<file path="config.mk">
export PLATFORM = sky130hd
export DESIGN_NAME = fvs_seq
export DESIGN_NICKNAME = d
export VERILOG_FILES = /design/src/include/fvs_pkg.sv /design/src/fvs_seq.sv /design/src/fvs_axil.sv /design/src/fvs_arr.sv
export SDC_FILE = /design/constraint.sdc
export NUM_CORES = 1
export LEC_CHECK = 0
export ABC_AREA = 1
export BUFFER_PORTS_ARGS = -buffer_cell sky130_fd_sc_hd__buf_2
export CORE_MARGIN = 2
export CORE_UTILIZATION = 50
export DETAILED_ROUTE_END_ITERATION = 10
export GPL_TIMING_DRIVEN = 0
export PLACE_DENSITY_LB_ADDON = 0.25
export SETUP_SLACK_MARGIN = 0.5
export SYNTH_ARGS = -nofsm -noshare
export SYNTH_HDL_FRONTEND = slang
export SYNTH_SLANG_ARGS = --single-unit
</file>
<file path="constraint.sdc">
create_clock -name aclk -period 2.9 [get_ports aclk]
set_input_delay 0.29 -clock aclk [delete_from_list [all_inputs] [get_ports aclk]]
set_output_delay 0.29 -clock aclk [all_outputs]
set_load 0.02 [all_outputs]
</file>
<file path="src/include/fvs_pkg.sv">
// Shared constants for the flash command sequencer: register map, status bit
// positions, command codes, parameter indexes and reset values.
// Assumes a 32-bit AXI4-Lite register bus and a 16-bit flash array word.
package fvs_pkg;

	// Register byte offsets on the AXI4-Lite bus.
	localparam logic [7:0] OFS_STATUS = 8'h00;
	localparam logic [7:0] OFS_INDEX  = 8'h04;
	localparam logic [7:0] OFS_PARAM  = 8'h08;
	localparam logic [7:0] OFS_CTRL   = 8'h0C;
	localparam logic [7:0] OFS_PROT   = 8'h10;

	// Bit positions inside flash_status_reg.
	localparam int STAT_CCF = 7;
	localparam int STAT_ACC = 5;
	localparam int STAT_PV  = 4;
	localparam int STAT_VE  = 1;
	localparam int STAT_VU  = 0;

	// Command codes carried in the upper byte of parameter word 0.
	localparam logic [7:0] CMD_EV_BLK  = 8'h02;
	localparam logic [7:0] CMD_EV_SEC  = 8'h03;
	localparam logic [7:0] CMD_RD_ONCE = 8'h04;
	localparam logic [7:0] CMD_PROG    = 8'h06;

	// Parameter index that each command expects at launch, the index of the first phrase word, and the index count.
	localparam logic [2:0] IX_EV_BLK  = 3'h0;
	localparam logic [2:0] IX_RD_ONCE = 3'h1;
	localparam logic [2:0] IX_EV_SEC  = 3'h2;
	localparam logic [2:0] IX_PROG    = 3'h5;
	localparam logic [2:0] IX_WORD0   = 3'h2;
	localparam logic [2:0] IX_COUNT   = 3'h6;

	// Array and field constants.
	localparam logic [15:0] ERASED_WORD   = 16'hFFFF;
	localparam logic [15:0] RO_LAST_INDEX = 16'h0007;
	localparam logic [17:0] PHRASE_WORDS  = 18'h00004;

	// Values after reset, and the AXI4-Lite response codes.
	localparam logic        RST_EXT_EN = 1'b1;
	localparam logic [18:0] RST_PROT   = 19'h40000;
	localparam logic [1:0]  RESP_OKAY  = 2'h0;
	localparam logic [1:0]  RESP_SLV   = 2'h2;

	// Sequencer states, one-hot.
	typedef enum logic [2:0] {
		ST_IDLE = 3'b001,
		ST_WR   = 3'b010,
		ST_RD   = 3'b100
	} fvs_state_e;

endpackage

</file>
<file path="src/fvs_seq.sv">
// Flash command sequencer: erase verify of a block or a section, read of the
// reserved once field and phrase program, launched from an indexed parameter set.
// Assumes one clock, a synchronous array port and an AXI4-Lite master.
//
// The implementer's own choices: the register offsets and the AXI4-Lite register port.
`timescale 1ns/1ns

module fvs_seq
	import fvs_pkg::*;
#(
	parameter int          ADDR_W    = 8,
	parameter logic [17:0] BLK_WORDS = 18'h08000,
	parameter logic [3:0]  BLK_VALID = 4'b1001,
	parameter logic [3:0]  BLK_PFL   = 4'b1000
) (
	input  wire logic              aclk,
	input  wire logic              aresetn,
	input  wire logic [ADDR_W-1:0] s_axi_awaddr,
	input  wire logic              s_axi_awvalid,
	output logic                   s_axi_awready,
	input  wire logic [31:0]       s_axi_wdata,
	input  wire logic [3:0]        s_axi_wstrb,
	input  wire logic              s_axi_wvalid,
	output logic                   s_axi_wready,
	output logic [1:0]             s_axi_bresp,
	output logic                   s_axi_bvalid,
	input  wire logic              s_axi_bready,
	input  wire logic [ADDR_W-1:0] s_axi_araddr,
	input  wire logic              s_axi_arvalid,
	output logic                   s_axi_arready,
	output logic [31:0]            s_axi_rdata,
	output logic [1:0]             s_axi_rresp,
	output logic                   s_axi_rvalid,
	input  wire logic              s_axi_rready,
	output logic                   arr_req,
	output logic                   arr_we,
	output logic                   arr_info,
	output logic [16:0]            arr_addr,
	output logic [15:0]            arr_wdata,
	input  wire logic              arr_ack,
	input  wire logic [15:0]       arr_rdata,
	input  wire logic              arr_err,
	input  wire logic              arr_fatal,
	output logic                   pflash_rd_invalid
);

	typedef struct packed {
		fvs_state_e      st;
		logic            ccf;
		logic            acc;
		logic            pv;
		logic            ve;
		logic            vu;
		logic [2:0]      idx;
		logic            ext_en;
		logic [18:0]     prot;
		logic [5:0][15:0] prm;
		logic [7:0]      cmd;
		logic            info;
		logic [16:0]     waddr;
		logic [17:0]     left;
		logic [1:0]      wsel;
		logic            ro_busy;
	} fvs_seq_s;

	fvs_seq_s q;
	fvs_seq_s d;

	logic              wr_en;
	logic [ADDR_W-1:0] wr_addr;
	logic [31:0]       wr_data;
	logic [3:0]        wr_strb;
	logic              wr_ok;
	logic [ADDR_W-1:0] rd_addr;
	logic [31:0]       rd_data;
	logic              rd_ok;
	logic              go;
	logic              go_we;
	logic [15:0]       go_wdata;
	logic              a_done;
	logic [15:0]       a_rdata;
	logic              a_err;
	logic              a_fatal;
	logic              launch;
	logic              bad;
	logic              prot_hit;
	logic [19:0]       last_b;
	logic [2:0]        wix;

	// Byte-lane merge of a 16-bit field.
	function automatic logic [15:0] merge16(input logic [15:0] old, input logic [15:0] nw,
		input logic [1:0] strb);
		merge16 = {strb[1] ? nw[15:8] : old[15:8], strb[0] ? nw[7:0] : old[7:0]};
	endfunction

	// Word-aligned address match against a register offset.
	function automatic logic hit(input logic [ADDR_W-1:0] a, input logic [7:0] ofs);
		hit = ({a[ADDR_W-1:2], 2'b00} == ADDR_W'(ofs));
	endfunction

	////////////////////////////////////////////////////////////////////////////
	// Bus slave and array port.
	fvs_axil #(.ADDR_W(ADDR_W)) u_axil (
		.aclk          (aclk),
		.aresetn       (aresetn),
		.s_axi_awaddr  (s_axi_awaddr),
		.s_axi_awvalid (s_axi_awvalid),
		.s_axi_awready (s_axi_awready),
		.s_axi_wdata   (s_axi_wdata),
		.s_axi_wstrb   (s_axi_wstrb),
		.s_axi_wvalid  (s_axi_wvalid),
		.s_axi_wready  (s_axi_wready),
		.s_axi_bresp   (s_axi_bresp),
		.s_axi_bvalid  (s_axi_bvalid),
		.s_axi_bready  (s_axi_bready),
		.s_axi_araddr  (s_axi_araddr),
		.s_axi_arvalid (s_axi_arvalid),
		.s_axi_arready (s_axi_arready),
		.s_axi_rdata   (s_axi_rdata),
		.s_axi_rresp   (s_axi_rresp),
		.s_axi_rvalid  (s_axi_rvalid),
		.s_axi_rready  (s_axi_rready),
		.wr_en         (wr_en),
		.wr_addr       (wr_addr),
		.wr_data       (wr_data),
		.wr_strb       (wr_strb),
		.wr_ok         (wr_ok),
		.rd_addr       (rd_addr),
		.rd_data       (rd_data),
		.rd_ok         (rd_ok)
	);

	fvs_arr u_arr (
		.aclk       (aclk),
		.aresetn    (aresetn),
		.go         (go),
		.go_we      (go_we),
		.go_info    (d.info),
		.go_addr    (d.waddr),
		.go_wdata   (go_wdata),
		.arr_req    (arr_req),
		.arr_we     (arr_we),
		.arr_info   (arr_info),
		.arr_addr   (arr_addr),
		.arr_wdata  (arr_wdata),
		.arr_ack    (arr_ack),
		.arr_rdata  (arr_rdata),
		.arr_err    (arr_err),
		.arr_fatal  (arr_fatal),
		.done       (a_done),
		.done_rdata (a_rdata),
		.done_err   (a_err),
		.done_fatal (a_fatal)
	);

	////////////////////////////////////////////////////////////////////////////
	// Register decode for writes and reads; unmapped addresses answer with an error.
	assign wr_ok = hit(wr_addr, OFS_STATUS) || hit(wr_addr, OFS_INDEX) ||
		hit(wr_addr, OFS_PARAM) || hit(wr_addr, OFS_CTRL) || hit(wr_addr, OFS_PROT);
	assign rd_ok = hit(rd_addr, OFS_STATUS) || hit(rd_addr, OFS_INDEX) ||
		hit(rd_addr, OFS_PARAM) || hit(rd_addr, OFS_CTRL) || hit(rd_addr, OFS_PROT);

	always_comb begin
		rd_data = 32'h00000000;
		if (hit(rd_addr, OFS_STATUS)) begin
			rd_data[STAT_CCF] = q.ccf;
			rd_data[STAT_ACC] = q.acc;
			rd_data[STAT_PV]  = q.pv;
			rd_data[STAT_VE]  = q.ve;
			rd_data[STAT_VU]  = q.vu;
		end else if (hit(rd_addr, OFS_INDEX)) begin
			rd_data[2:0] = q.idx;
		end else if (hit(rd_addr, OFS_PARAM)) begin
			rd_data[15:0] = (q.idx < IX_COUNT) ? q.prm[q.idx] : 16'h0000;
		end else if (hit(rd_addr, OFS_CTRL)) begin
			rd_data[0] = q.ext_en;
		end else if (hit(rd_addr, OFS_PROT)) begin
			rd_data[18:0] = q.prot;
		end
	end

	////////////////////////////////////////////////////////////////////////////
	// Launch checks on the loaded parameter set.
	assign launch = wr_en && hit(wr_addr, OFS_STATUS) && wr_strb[0] && wr_data[STAT_CCF] &&
		q.ccf && q.st == ST_IDLE && !q.acc && !q.pv;
	assign last_b = {2'b00, q.prm[0][1:0], q.prm[1]} + {1'b0, q.prm[2], 3'b000} - 20'h00008;
	assign prot_hit = ({1'b0, q.prm[0][1:0], q.prm[1]} >= q.prot);

	always_comb begin
		case (q.prm[0][15:8])
			CMD_EV_BLK: begin
				bad = (q.idx != IX_EV_BLK) || !BLK_VALID[q.prm[0][1:0]];
			end
			CMD_EV_SEC: begin
				bad = (q.idx != IX_EV_SEC) || !q.ext_en ||
					!BLK_PFL[q.prm[0][1:0]] ||
					(q.prm[1][2:0] != 3'b000) ||
					((q.prm[2] != 16'h0000) && (last_b[19:17] != {2'b00, q.prm[0][1]}));
			end
			CMD_RD_ONCE: begin
				bad = (q.idx != IX_RD_ONCE) || !q.ext_en || (q.prm[1] > RO_LAST_INDEX);
			end
			CMD_PROG: begin
				bad = (q.idx != IX_PROG) || !q.ext_en || !BLK_PFL[q.prm[0][1:0]] ||
					(q.prm[1][2:0] != 3'b000);
			end
			default: begin
				bad = 1'b1;
			end
		endcase
	end

	////////////////////////////////////////////////////////////////////////////
	// Next state: register writes, launch, and the word-by-word array walk.
	assign wix      = IX_WORD0 + {1'b0, q.wsel};
	assign go_we    = (d.st == ST_WR);
	assign go_wdata = q.prm[IX_WORD0 + {1'b0, d.wsel}];
	assign pflash_rd_invalid = q.ro_busy;

	always_comb begin
		d  = q;
		go = 1'b0;
		if (wr_en) begin
			if (hit(wr_addr, OFS_STATUS) && wr_strb[0]) begin
				if (wr_data[STAT_ACC]) begin
					d.acc = 1'b0;
				end
				if (wr_data[STAT_PV]) begin
					d.pv = 1'b0;
				end
			end
			if (q.ccf && hit(wr_addr, OFS_INDEX) && wr_strb[0]) begin
				d.idx = wr_data[2:0];
			end
			if (q.ccf && hit(wr_addr, OFS_PARAM) && q.idx < IX_COUNT) begin
				d.prm[q.idx] = merge16(q.prm[q.idx], wr_data[15:0], wr_strb[1:0]);
			end
			if (q.ccf && hit(wr_addr, OFS_CTRL) && wr_strb[0]) begin
				d.ext_en = wr_data[0];
			end
			if (q.ccf && hit(wr_addr, OFS_PROT)) begin
				d.prot = wr_data[18:0];
			end
		end
		// A refused command never starts, so the complete flag stays set.
		if (launch) begin
			d.cmd  = q.prm[0][15:8];
			d.wsel = 2'b00;
			d.info = 1'b0;
			if (bad) begin
				d.acc = 1'b1;
			end else if (q.prm[0][15:8] == CMD_PROG && prot_hit) begin
				d.pv = 1'b1;
			end else begin
				d.ccf = 1'b0;
				d.ve  = 1'b0;
				d.vu  = 1'b0;
				go    = 1'b1;
				d.st  = ST_RD;
				case (q.prm[0][15:8])
					CMD_EV_BLK: begin
						d.waddr = {q.prm[0][1:0], 15'h0000};
						d.left  = BLK_WORDS;
					end
					CMD_EV_SEC: begin
						d.waddr = {q.prm[0][1:0], q.prm[1][15:1]};
						d.left  = {q.prm[2], 2'b00};
						if (q.prm[2] == 16'h0000) begin
							d.ccf = 1'b1;
							go    = 1'b0;
							d.st  = ST_IDLE;
						end
					end
					CMD_RD_ONCE: begin
						d.waddr   = {12'h000, q.prm[1][2:0], 2'b00};
						d.info    = 1'b1;
						d.left    = PHRASE_WORDS;
						d.ro_busy = 1'b1;
					end
					default: begin
						d.waddr = {q.prm[0][1:0], q.prm[1][15:1]};
						d.left  = PHRASE_WORDS;
						d.st    = ST_WR;
					end
				endcase
			end
		end
		case (q.st)
			ST_IDLE: begin
			end
			ST_WR: begin
				// Four writes, then back to the first word for the read-back.
				if (a_done) begin
					d.ve = q.ve | a_err;
					d.vu = q.vu | a_fatal;
					go   = 1'b1;
					if (q.wsel == 2'b11) begin
						d.st    = ST_RD;
						d.waddr = q.waddr - 17'h00003;
						d.wsel  = 2'b00;
						d.left  = PHRASE_WORDS;
					end else begin
						d.waddr = q.waddr + 17'h00001;
						d.wsel  = q.wsel + 2'b01;
					end
				end
			end
			ST_RD: begin
				// Protect violation is never raised here; only the verify flags move, plus the complete flag on the last word.
				if (a_done) begin
					d.vu = q.vu | a_fatal;
					d.ve = q.ve | a_err;
					if ((q.cmd == CMD_EV_BLK || q.cmd == CMD_EV_SEC) && a_rdata != ERASED_WORD) begin
						d.ve = 1'b1;
					end
					if (q.cmd == CMD_PROG && a_rdata != q.prm[wix]) begin
						d.ve = 1'b1;
					end
					if (q.cmd == CMD_RD_ONCE) begin
						d.prm[wix] = a_rdata;
					end
					d.waddr = q.waddr + 17'h00001;
					d.wsel  = q.wsel + 2'b01;
					d.left  = q.left - 18'h00001;
					if (q.left == 18'h00001) begin
						d.st      = ST_IDLE;
						d.ccf     = 1'b1;
						d.ro_busy = 1'b0;
						d.info    = 1'b0;
					end else begin
						go = 1'b1;
					end
				end
			end
			default: begin
				d.st = ST_IDLE;
			end
		endcase
	end

	// State register; the complete flag comes out of reset set.
	always_ff @(posedge aclk) begin
		if (!aresetn) begin
			q        <= '0;
			q.st     <= ST_IDLE;
			q.ccf    <= 1'b1;
			q.ext_en <= RST_EXT_EN;
			q.prot   <= RST_PROT;
		end else begin
			q <= d;
		end
	end

endmodule

</file>
<file path="src/fvs_axil.sv">
// AXI4-Lite slave front end for the flash command sequencer.
// Assumes the register decode next door answers combinationally on rd_addr.
`timescale 1ns/1ns
module fvs_axil
	import fvs_pkg::*;
#(
	parameter int ADDR_W = 8
) (
	input  wire logic              aclk,
	input  wire logic              aresetn,
	input  wire logic [ADDR_W-1:0] s_axi_awaddr,
	input  wire logic              s_axi_awvalid,
	output logic                   s_axi_awready,
	input  wire logic [31:0]       s_axi_wdata,
	input  wire logic [3:0]        s_axi_wstrb,
	input  wire logic              s_axi_wvalid,
	output logic                   s_axi_wready,
	output logic [1:0]             s_axi_bresp,
	output logic                   s_axi_bvalid,
	input  wire logic              s_axi_bready,
	input  wire logic [ADDR_W-1:0] s_axi_araddr,
	input  wire logic              s_axi_arvalid,
	output logic                   s_axi_arready,
	output logic [31:0]            s_axi_rdata,
	output logic [1:0]             s_axi_rresp,
	output logic                   s_axi_rvalid,
	input  wire logic              s_axi_rready,
	output logic                   wr_en,
	output logic [ADDR_W-1:0]      wr_addr,
	output logic [31:0]            wr_data,
	output logic [3:0]             wr_strb,
	input  wire logic              wr_ok,
	output logic [ADDR_W-1:0]      rd_addr,
	input  wire logic [31:0]       rd_data,
	input  wire logic              rd_ok
);

	typedef struct packed {
		logic              aw_v;
		logic              w_v;
		logic [ADDR_W-1:0] awa;
		logic [31:0]       wd;
		logic [3:0]        ws;
		logic              bv;
		logic [1:0]        br;
		logic              ar_v;
		logic [ADDR_W-1:0] ara;
		logic              rv;
		logic [31:0]       rd;
		logic [1:0]        rr;
	} fvs_axil_s;

	fvs_axil_s q;
	fvs_axil_s d;

	////////////////////////////////////////////////////////////////////////////
	// Handshakes; address and data are taken in either order, one at a time.
	assign s_axi_awready = !q.aw_v && !q.bv;
	assign s_axi_wready  = !q.w_v && !q.bv;
	assign s_axi_arready = !q.ar_v && !q.rv;
	assign s_axi_bvalid  = q.bv;
	assign s_axi_bresp   = q.br;
	assign s_axi_rvalid  = q.rv;
	assign s_axi_rdata   = q.rd;
	assign s_axi_rresp   = q.rr;
	assign wr_en         = q.aw_v && q.w_v && !q.bv;
	assign wr_addr       = q.awa;
	assign wr_data       = q.wd;
	assign wr_strb       = q.ws;
	assign rd_addr       = q.ara;

	// Next state of the slave; the write lands on the edge that raises bvalid.
	always_comb begin
		d = q;
		if (s_axi_awvalid && s_axi_awready) begin
			d.aw_v = 1'b1;
			d.awa  = s_axi_awaddr;
		end
		if (s_axi_wvalid && s_axi_wready) begin
			d.w_v = 1'b1;
			d.wd  = s_axi_wdata;
			d.ws  = s_axi_wstrb;
		end
		if (wr_en) begin
			d.aw_v = 1'b0;
			d.w_v  = 1'b0;
			d.bv   = 1'b1;
			d.br   = wr_ok ? RESP_OKAY : RESP_SLV;
		end else if (q.bv && s_axi_bready) begin
			d.bv = 1'b0;
		end
		if (s_axi_arvalid && s_axi_arready) begin
			d.ar_v = 1'b1;
			d.ara  = s_axi_araddr;
		end
		if (q.ar_v) begin
			d.ar_v = 1'b0;
			d.rv   = 1'b1;
			d.rd   = rd_data;
			d.rr   = rd_ok ? RESP_OKAY : RESP_SLV;
		end else if (q.rv && s_axi_rready) begin
			d.rv = 1'b0;
		end
	end

	// State register.
	always_ff @(posedge aclk) begin
		if (!aresetn) begin
			q <= '0;
		end else begin
			q <= d;
		end
	end

endmodule

</file>
<file path="src/fvs_arr.sv">
// Flash array access port: one word read or write per request.
// Assumes the array raises arr_ack for one cycle while arr_req is high.
`timescale 1ns/1ns
module fvs_arr
	import fvs_pkg::*;
(
	input  wire logic        aclk,
	input  wire logic        aresetn,
	input  wire logic        go,
	input  wire logic        go_we,
	input  wire logic        go_info,
	input  wire logic [16:0] go_addr,
	input  wire logic [15:0] go_wdata,
	output logic             arr_req,
	output logic             arr_we,
	output logic             arr_info,
	output logic [16:0]      arr_addr,
	output logic [15:0]      arr_wdata,
	input  wire logic        arr_ack,
	input  wire logic [15:0] arr_rdata,
	input  wire logic        arr_err,
	input  wire logic        arr_fatal,
	output logic             done,
	output logic [15:0]      done_rdata,
	output logic             done_err,
	output logic             done_fatal
);

	typedef struct packed {
		logic        req;
		logic        we;
		logic        info;
		logic [16:0] addr;
		logic [15:0] wdata;
		logic        done;
		logic [15:0] rdata;
		logic        err;
		logic        fatal;
	} fvs_arr_s;

	fvs_arr_s q;
	fvs_arr_s d;

	////////////////////////////////////////////////////////////////////////////
	// Outputs straight from the state register.
	assign arr_req    = q.req;
	assign arr_we     = q.we;
	assign arr_info   = q.info;
	assign arr_addr   = q.addr;
	assign arr_wdata  = q.wdata;
	assign done       = q.done;
	assign done_rdata = q.rdata;
	assign done_err   = q.err;
	assign done_fatal = q.fatal;

	// Request held until acknowledged; the result is latched for the sequencer.
	always_comb begin
		d      = q;
		d.done = 1'b0;
		if (q.req && arr_ack) begin
			d.req   = 1'b0;
			d.done  = 1'b1;
			d.rdata = arr_rdata;
			d.err   = arr_err;
			d.fatal = arr_fatal;
		end else if (go && !q.req) begin
			d.req   = 1'b1;
			d.we    = go_we;
			d.info  = go_info;
			d.addr  = go_addr;
			d.wdata = go_wdata;
		end
	end

	// State register.
	always_ff @(posedge aclk) begin
		if (!aresetn) begin
			q <= '0;
		end else begin
			q <= d;
		end
	end

endmodule

</file>
==> results of run 1 <==
-- synthesized netlist by cell type (7+ instances only) --
cell type / instances
a21oi_1: 284
a221oi_1: 47
a31oi_1: 15
buf_1: 8
buf_2: 14
buf_4: 39
clkbuf_1: 93
dfxtp_1: 288
ha_1: 54
inv_1: 300
inv_2: 10
nand2_1: 532
nand3_1: 98
nand4_1: 28
nor2_1: 207
nor3_1: 29
nor4_1: 20
o211ai_1: 37
o21a_1: 14
o21ai_0: 283
o221ai_1: 18
o22ai_1: 19
or2_2: 7
xor2_1: 33
-- what timing repair did --
item,in CTS,in global routing
setup endpoints to repair,197,202
pin swaps,68,71
gates resized for setup,291,153
buffers inserted,59,31
hold buffers,24,0
cloned,8,0
hold endpoints to repair,24,0
-- through the flow --
stage          hold slack [ns]  power [mW]  cells  worst slack (ns)  utilization
2_1_floorplan            0.394        4.49   2543             0.250            -
3_3_place_gp             0.427        4.70   3112            -0.884        0.551
3_5_place_dp             0.430        4.71   3112            -0.944        0.551
4_1_cts                0.00136        9.20   3262            -0.307        0.644
5_1_grt                0.00246        9.47   3293            -0.566        0.668
6_report              -0.00960        9.27   3295            -0.466        0.668
-- final cells by class --
| class | instances | area, µm² |
|---|---|---|
| fillers | 2975 | 11100 |
| multi-input cells | 1782 | 10600 |
| flip-flops and latches | 288 | 5860 |
| repair buffers | 243 | 1870 |
| inverters | 315 | 1220 |
| plain buffers | 158 | 1020 |
| clock buffers | 47 | 970 |
| well taps | 448 | 561 |
| clock inverters | 12 | 214 |
| diodes | 2 | 5.00 |
-- worst max-delay path: stages, from the launching register on --
cell	delay, ns
dfxtp_4	0.39
buf_4	0.21
nor4_1	0.83
nand4_1	0.28
nand2_1	0.21
inv_1	0.13
nand2_4	0.11
nand3_4	0.08
nor2_4	0.16
nand2_1	0.09
nand2_2	0.13
nand2_8	0.11
nor2_8	0.18
buf_12	0.17
nand3_4	0.12
nand2_2	0.09
-- report_power, final --
group	total, mW	switching, mW	internal, mW
clock network	4.58	1.86	2.72
registers	4.05	0.0523	4.00
logic	0.640	0.437	0.203
total	9.27	2.35	6.92
-- worst max-delay path by stage --
stage	start	slack (ns)	end
floorplan	q[89]	0.25	u_arr.arr_wdata[11]
global placement	q[91]	-0.88	u_arr.arr_we
detailed placement	q[91]	-0.94	u_arr.arr_we
CTS	q[91]	-0.31	u_arr.arr_wdata[8]
global route	q[88]	-0.57	u_arr.arr_addr[12]
finish	q[91]	-0.47	u_arr.arr_wdata[15]
-- routing by layer --
metal  up-vias  wire, µm  global-route usage
met5         -        13                   0
met4         2      6850               0.300
met3       432     10100               0.143
met2      1410     33200               0.647
met1      9440     28400               0.517
li1       9064         -                   -
-- cells by family (layout without fill, tap and decap cells) --
family          Yosys count  in the layout  share of synthesized area
simple gates            941            941                      0.235
other cells               1             17                   0.000223
xor+xnor                 35             35                     0.0182
compound gates          737            737                      0.247
flops                   288            288                      0.343
fa+ha+maj                54             54                     0.0402
buf+inv                 473            775                      0.117
==> results.py, run 1 <==
metrics = {
    "sta": {
        "max-slew-margin-rel": 0.249,
        "rsz0062_at_grt": "yes",
        "max_freq_mhz": 297,
        "finalCriticalPeriod_ns": 3.37,
        "clock_skew_ns": 0.0269,
        "setup_viol": 81,
        "whs_ns": -0.00960,
        "setup_slack_ns": -0.466,
        "tns_ns": -26.90,
        "tightest_slew_ns": 1.13,
        "slew_viol_final": 0,
        "period_share": 1.16,
        "hold_viol": 8,
    },
    "routing": {
        "vias_per_cell": 6.18,
        "drt-initial-drc-count": 2838,
        "wl_per_cell_um": 23.8,
        "totalWireLength_mm": 78.5,
        "drc": 0,
        "drtAntennaViolNets": 0,
        "vias": 20300,
        "drt_pass1_iterations": 8,
    },
    "setup_path": {
        "criticalPathCategory": "register to register",
        "worst_setup_path_start_kind": "register",
        "r2r_end": "u_arr.arr_wdata[15]",
        "r2r_setup_slack_ns": -0.47,
        "end_kind": "register",
        "cp_max_fo": 5,
        "regToRegStartpoint": "q[91]",
        "reg2reg_depth": 15,
        "cp.required_ns": 3.39,
        "cp.arrival_ns": 3.86,
    },
    "hold_path": {
        "min_path_type": "primary input to register",
        "min_from": "s_axi_araddr[6]",
        "hold_end": "u_axil.rd_addr[6]",
        "hold_path_depth": 3,
    },
    "global_routing": {
        "grt_pass1_wl_mm": 114,
        "grt_pass1_vias": 18600,
        "grt_usage": 0.430,
        "grt_max_degree": 14,
        "grt_antenna_before_repair": 1,
        "grt_overflow": 0,
    },
    "pwr": {
        "p_leak_nw": 9.73,
        "power_density_mw_per_mm2": 416,
        "ir_drop_mv": 0.559,
    },
    "clocking": {
        "clk-insertion-delay-late_ns": 0.56,
        "cts_tree": "yes",
        "cts-buffers-inserted": 34,
        "root_buffer": "clkbuf_16",
        "cts.reportedPaths.clkPinSlew_ns": 0.07,
        "htreeDepth": 2,
        "clock_path_buffers": 3,
        "clock-sinks": 288,
    },
    "yosys": {
        "ys_async_sr_fraction": 0,
        "synth_area_leaders": "dfxtp_1 34%, nand2_1 12%, a21oi_1 8.4%",
        "yosys_most_used_dff": "dfxtp_1",
        "ys_types": 52,
        "yosys_register_bits": 288,
        "synth_edf_count": 0,
        "synth-seq-area-share": 0.343,
        "syn_avg_cell_area_um2": 6.65,
        "yosysWarnings": 0,
        "syn_inst": 2529,
        "netlist.area_leader.share": 0.343,
        "post-synth-top-area-cell": "dfxtp_1",
        "netlist_area_mm2": 0.0168,
    },
    "cells_and_area": {
        "syn_to_final_growth_pct": 32.6,
        "stdcell_area_mm2": 0.0223,
        "final_common_cell": "nand2_1",
        "final_nets": 2954,
        "drive_above_1_share": 0.232,
        "final_cell_mix": "477 x nand2_1, 268 x inv_1, 268 x a21oi_1",
    },
    "status": {
        "violations": "hold timing, setup timing",
        "status": "complete, but fails checks",
    },
    "floorplanning": {
        "die_h_um": 187,
        "die_x_um": 187,
        "coreArea_mm2": 0.0334,
        "io_pins": 156,
        "initial_core_util": 0.504,
        "die_area_mm2": 0.0351,
        "rows": 67,
    },
    "run": {
        "drv_cap": 0,
    },
    "placed_design": {
        "portBuffers": 121,
        "placed_area_mm2": 0.0184,
        "dp_hpwl_mm": 55.5,
        "routabilityCongestion": 1.08,
    },
}
Note: power is estimated with default switching activity, not from simulation.
==> inputs of run 2 (changes only) <==
- SETUP_SLACK_MARGIN: 0.5 -> 0.05
- clock period: 2.9 -> 3.75 ns (I/O delays scaled with it)
==> run 2 against run 1 <==
- core utilization shrank 7.9 points
- routed wire length shrank 6.8%
- maximum frequency shrank 8.2%
- clock-buffer cell count shrank 1
- flip-flop and latch count is the same
- the flow now finishes without violations
- worst hold slack gained 0.042 ns
- sequential share of layout area grew 3.4 points
- clock skew grew 0.0053 ns
- cell count shrank 2.9%
- clock power shrank 23%
- global-route usage shrank 2.5 points
- non-clock buffer count shrank 97
==> results.py, run 2 (synthesis results as in run 1) <==
metrics = {
    "setup_path": {
        "cp_top_family": "buffers and inverters",
        "cp_num_buf_inv": 4,
        "path_cells": "clkinvlp_4, clkbuf_1, ha_1, a22oi_1, inv_1, clkbuf_1, o21ai_0, o22ai_1, nand2_1, nand2_1",
        "cp_max_fo": 11,
        "end_kind": "register",
        "cp.arrival_ns": 4.15,
        "slowest_stage": "dfxtp_1",
        "worst_setup_path_start_kind": "register",
        "cp.required_ns": 4.24,
        "worst_path_largest_cell_delay_ns": 0.65,
        "criticalPathCategory": "register to register",
    },
    "clocking": {
        "clock_path_buffers": 3,
        "cts.reportedPaths.clkPinSlew_ns": 0.07,
        "cts_tree": "yes",
        "clk-insertion-delay-late_ns": 0.57,
        "root_buffer": "clkbuf_16",
        "clock-sinks": 288,
        "htreeDepth": 2,
        "cts-buffers-inserted": 35,
    },
    "floorplanning": {
        "die_x_um": 187,
        "die_area_mm2": 0.0351,
        "coreArea_mm2": 0.0334,
        "initial_core_util": 0.504,
        "io_pins": 156,
        "die_h_um": 187,
        "rows": 67,
    },
    "pwr": {
        "ir_drop_mv": 0.360,
        "total_power_mw": 7.10,
        "power_density_mw_per_mm2": 361,
        "p_leak_nw": 8.69,
    },
    "global_routing": {
        "busiest_layer": "met2",
        "grt_use_met3": 0.111,
        "use_met1": 0.498,
        "grt_pass1_wl_mm": 107,
        "grt_pass1_vias": 17600,
        "grt_antenna_before_repair": 6,
        "grtUsageMet2": 0.626,
        "grt_max_degree": 14,
        "grt_overflow": 0,
        "grt_usage": 0.405,
    },
    "placed_design": {
        "routabilityCongestion": 1.04,
        "dp.cells": 3112,
        "placed_area_mm2": 0.0180,
        "dp_hpwl_mm": 57.1,
        "portBuffers": 121,
        "place_ws_ns": -0.500,
    },
    "cells_and_area": {
        "final_nets": 2858,
        "fin_util": 0.589,
        "syn_to_final_growth_pct": 16.8,
        "drive_above_1_share": 0.126,
        "final_cell_mix": "528 x nand2_1, 289 x inv_1, 284 x a21oi_1",
        "stdcell_area_mm2": 0.0197,
        "nFillCells": 3304,
        "final_cells": 3201,
        "final_common_cell": "nand2_1",
    },
    "sta": {
        "max-slew-margin-rel": 0.180,
        "whs_ns": 0.0319,
        "setup_viol": 0,
        "rsz0062_at_grt": "no",
        "max_freq_mhz": 273,
        "hold_viol": 0,
        "clock_skew_ns": 0.0322,
        "slew_viol_final": 0,
        "tightest_slew_ns": 1.22,
        "tns_ns": 0,
        "finalCriticalPeriod_ns": 3.67,
        "period_share": 0.977,
        "setup_slack_ns": 0.0844,
    },
    "routing": {
        "vias": 19300,
        "drc": 0,
        "drt-initial-drc-count": 2058,
        "vias_per_cell": 6.02,
        "drtAntennaViolNets": 0,
        "drt_pass1_iterations": 6,
        "wl_per_cell_um": 22.9,
        "totalWireLength_mm": 73.2,
    },
    "run": {
        "drv_cap": 0,
    },
    "hold_path": {
        "min_path_type": "primary input to register",
    },
    "status": {
        "status": "finished clean",
    },
}
[run 2: cell count changes in the layout (fill, tap and decap cells not counted), moves of 16 or more]
cell	previous run	this run
a21oi_1	268	284
buf_4	103	61
buf_6	30	5
clkbuf_1	64	94
dlygate4sd3_1	24	1
inv_1	268	289
inv_2	32	12
nand2_1	477	528
nand2_2	37	3
nand2_4	19	2
nand3_1	67	97
o21ai_0	262	279
[run 2: timing repair]
action / 4_1_cts / 5_1_grt
setup buffers: 5 / 20
hold endpoints to repair: 1 / 0
pin swaps: 0 / 7
hold buffers: 1 / 0
resized for setup: 36 / 54
endpoints found under the setup margin: 78 / 75
[run 2: worst register-to-register path: cells and delay by family (launching register included)]
kind	cells	cell delay (ns)
flip-flops	1	0.65
AO/OA/AOI/OAI	3	0.78
adder cells (fa/ha/maj)	1	0.42
buffers and inverters	4	1.51
AND/OR/NAND/NOR	2	0.23
[run 2: worst paths after layout]
| path | startpoint | end | slack, ns | cells past startpoint |
|---|---|---|---|---|
| hold reg to reg | u_arr.arr_wdata[2] | u_arr.arr_wdata[2] | 0.44 | 2 |
| setup reg to reg | q[1] | u_arr.arr_wdata[13] | 0.08 | 10 |
| setup / recovery | q[1] | u_arr.arr_wdata[13] | 0.08 | 10 |
| hold / removal | arr_rdata[14] | u_arr.done_rdata[14] | 0.03 | 3 |
[run 2: cell type report]
class	instances	area (µm²)	area share
inverters	315	1220	0.0621
flip-flops and latches	288	5840	0.297
diodes	4	10.0	0.000509
well taps	448	561	0.0285
repair buffers	147	807	0.0411
clock buffers	46	987	0.0502
clock inverters	14	194	0.00987
multi-input cells	1782	9240	0.470
plain buffers	157	796	0.0405
[run 2: where the power goes]
group          switching (mW)  internal (mW)  total, mW  leakage [nW]
Clock                    1.44           2.08       3.52         0.576
Combinational           0.308          0.130      0.438          5.77
Sequential             0.0433           3.09       3.14          2.35
Total                    1.79           5.30       7.10          8.69
[run 2: metal layers]
metal	up-vias	wire length (µm)	share of wire
met5	-	46	0.00063
li1	8852	-	-
met2	1094	31700	0.43
met4	6	5030	0.069
met1	9033	28700	0.39
met3	296	7590	0.10
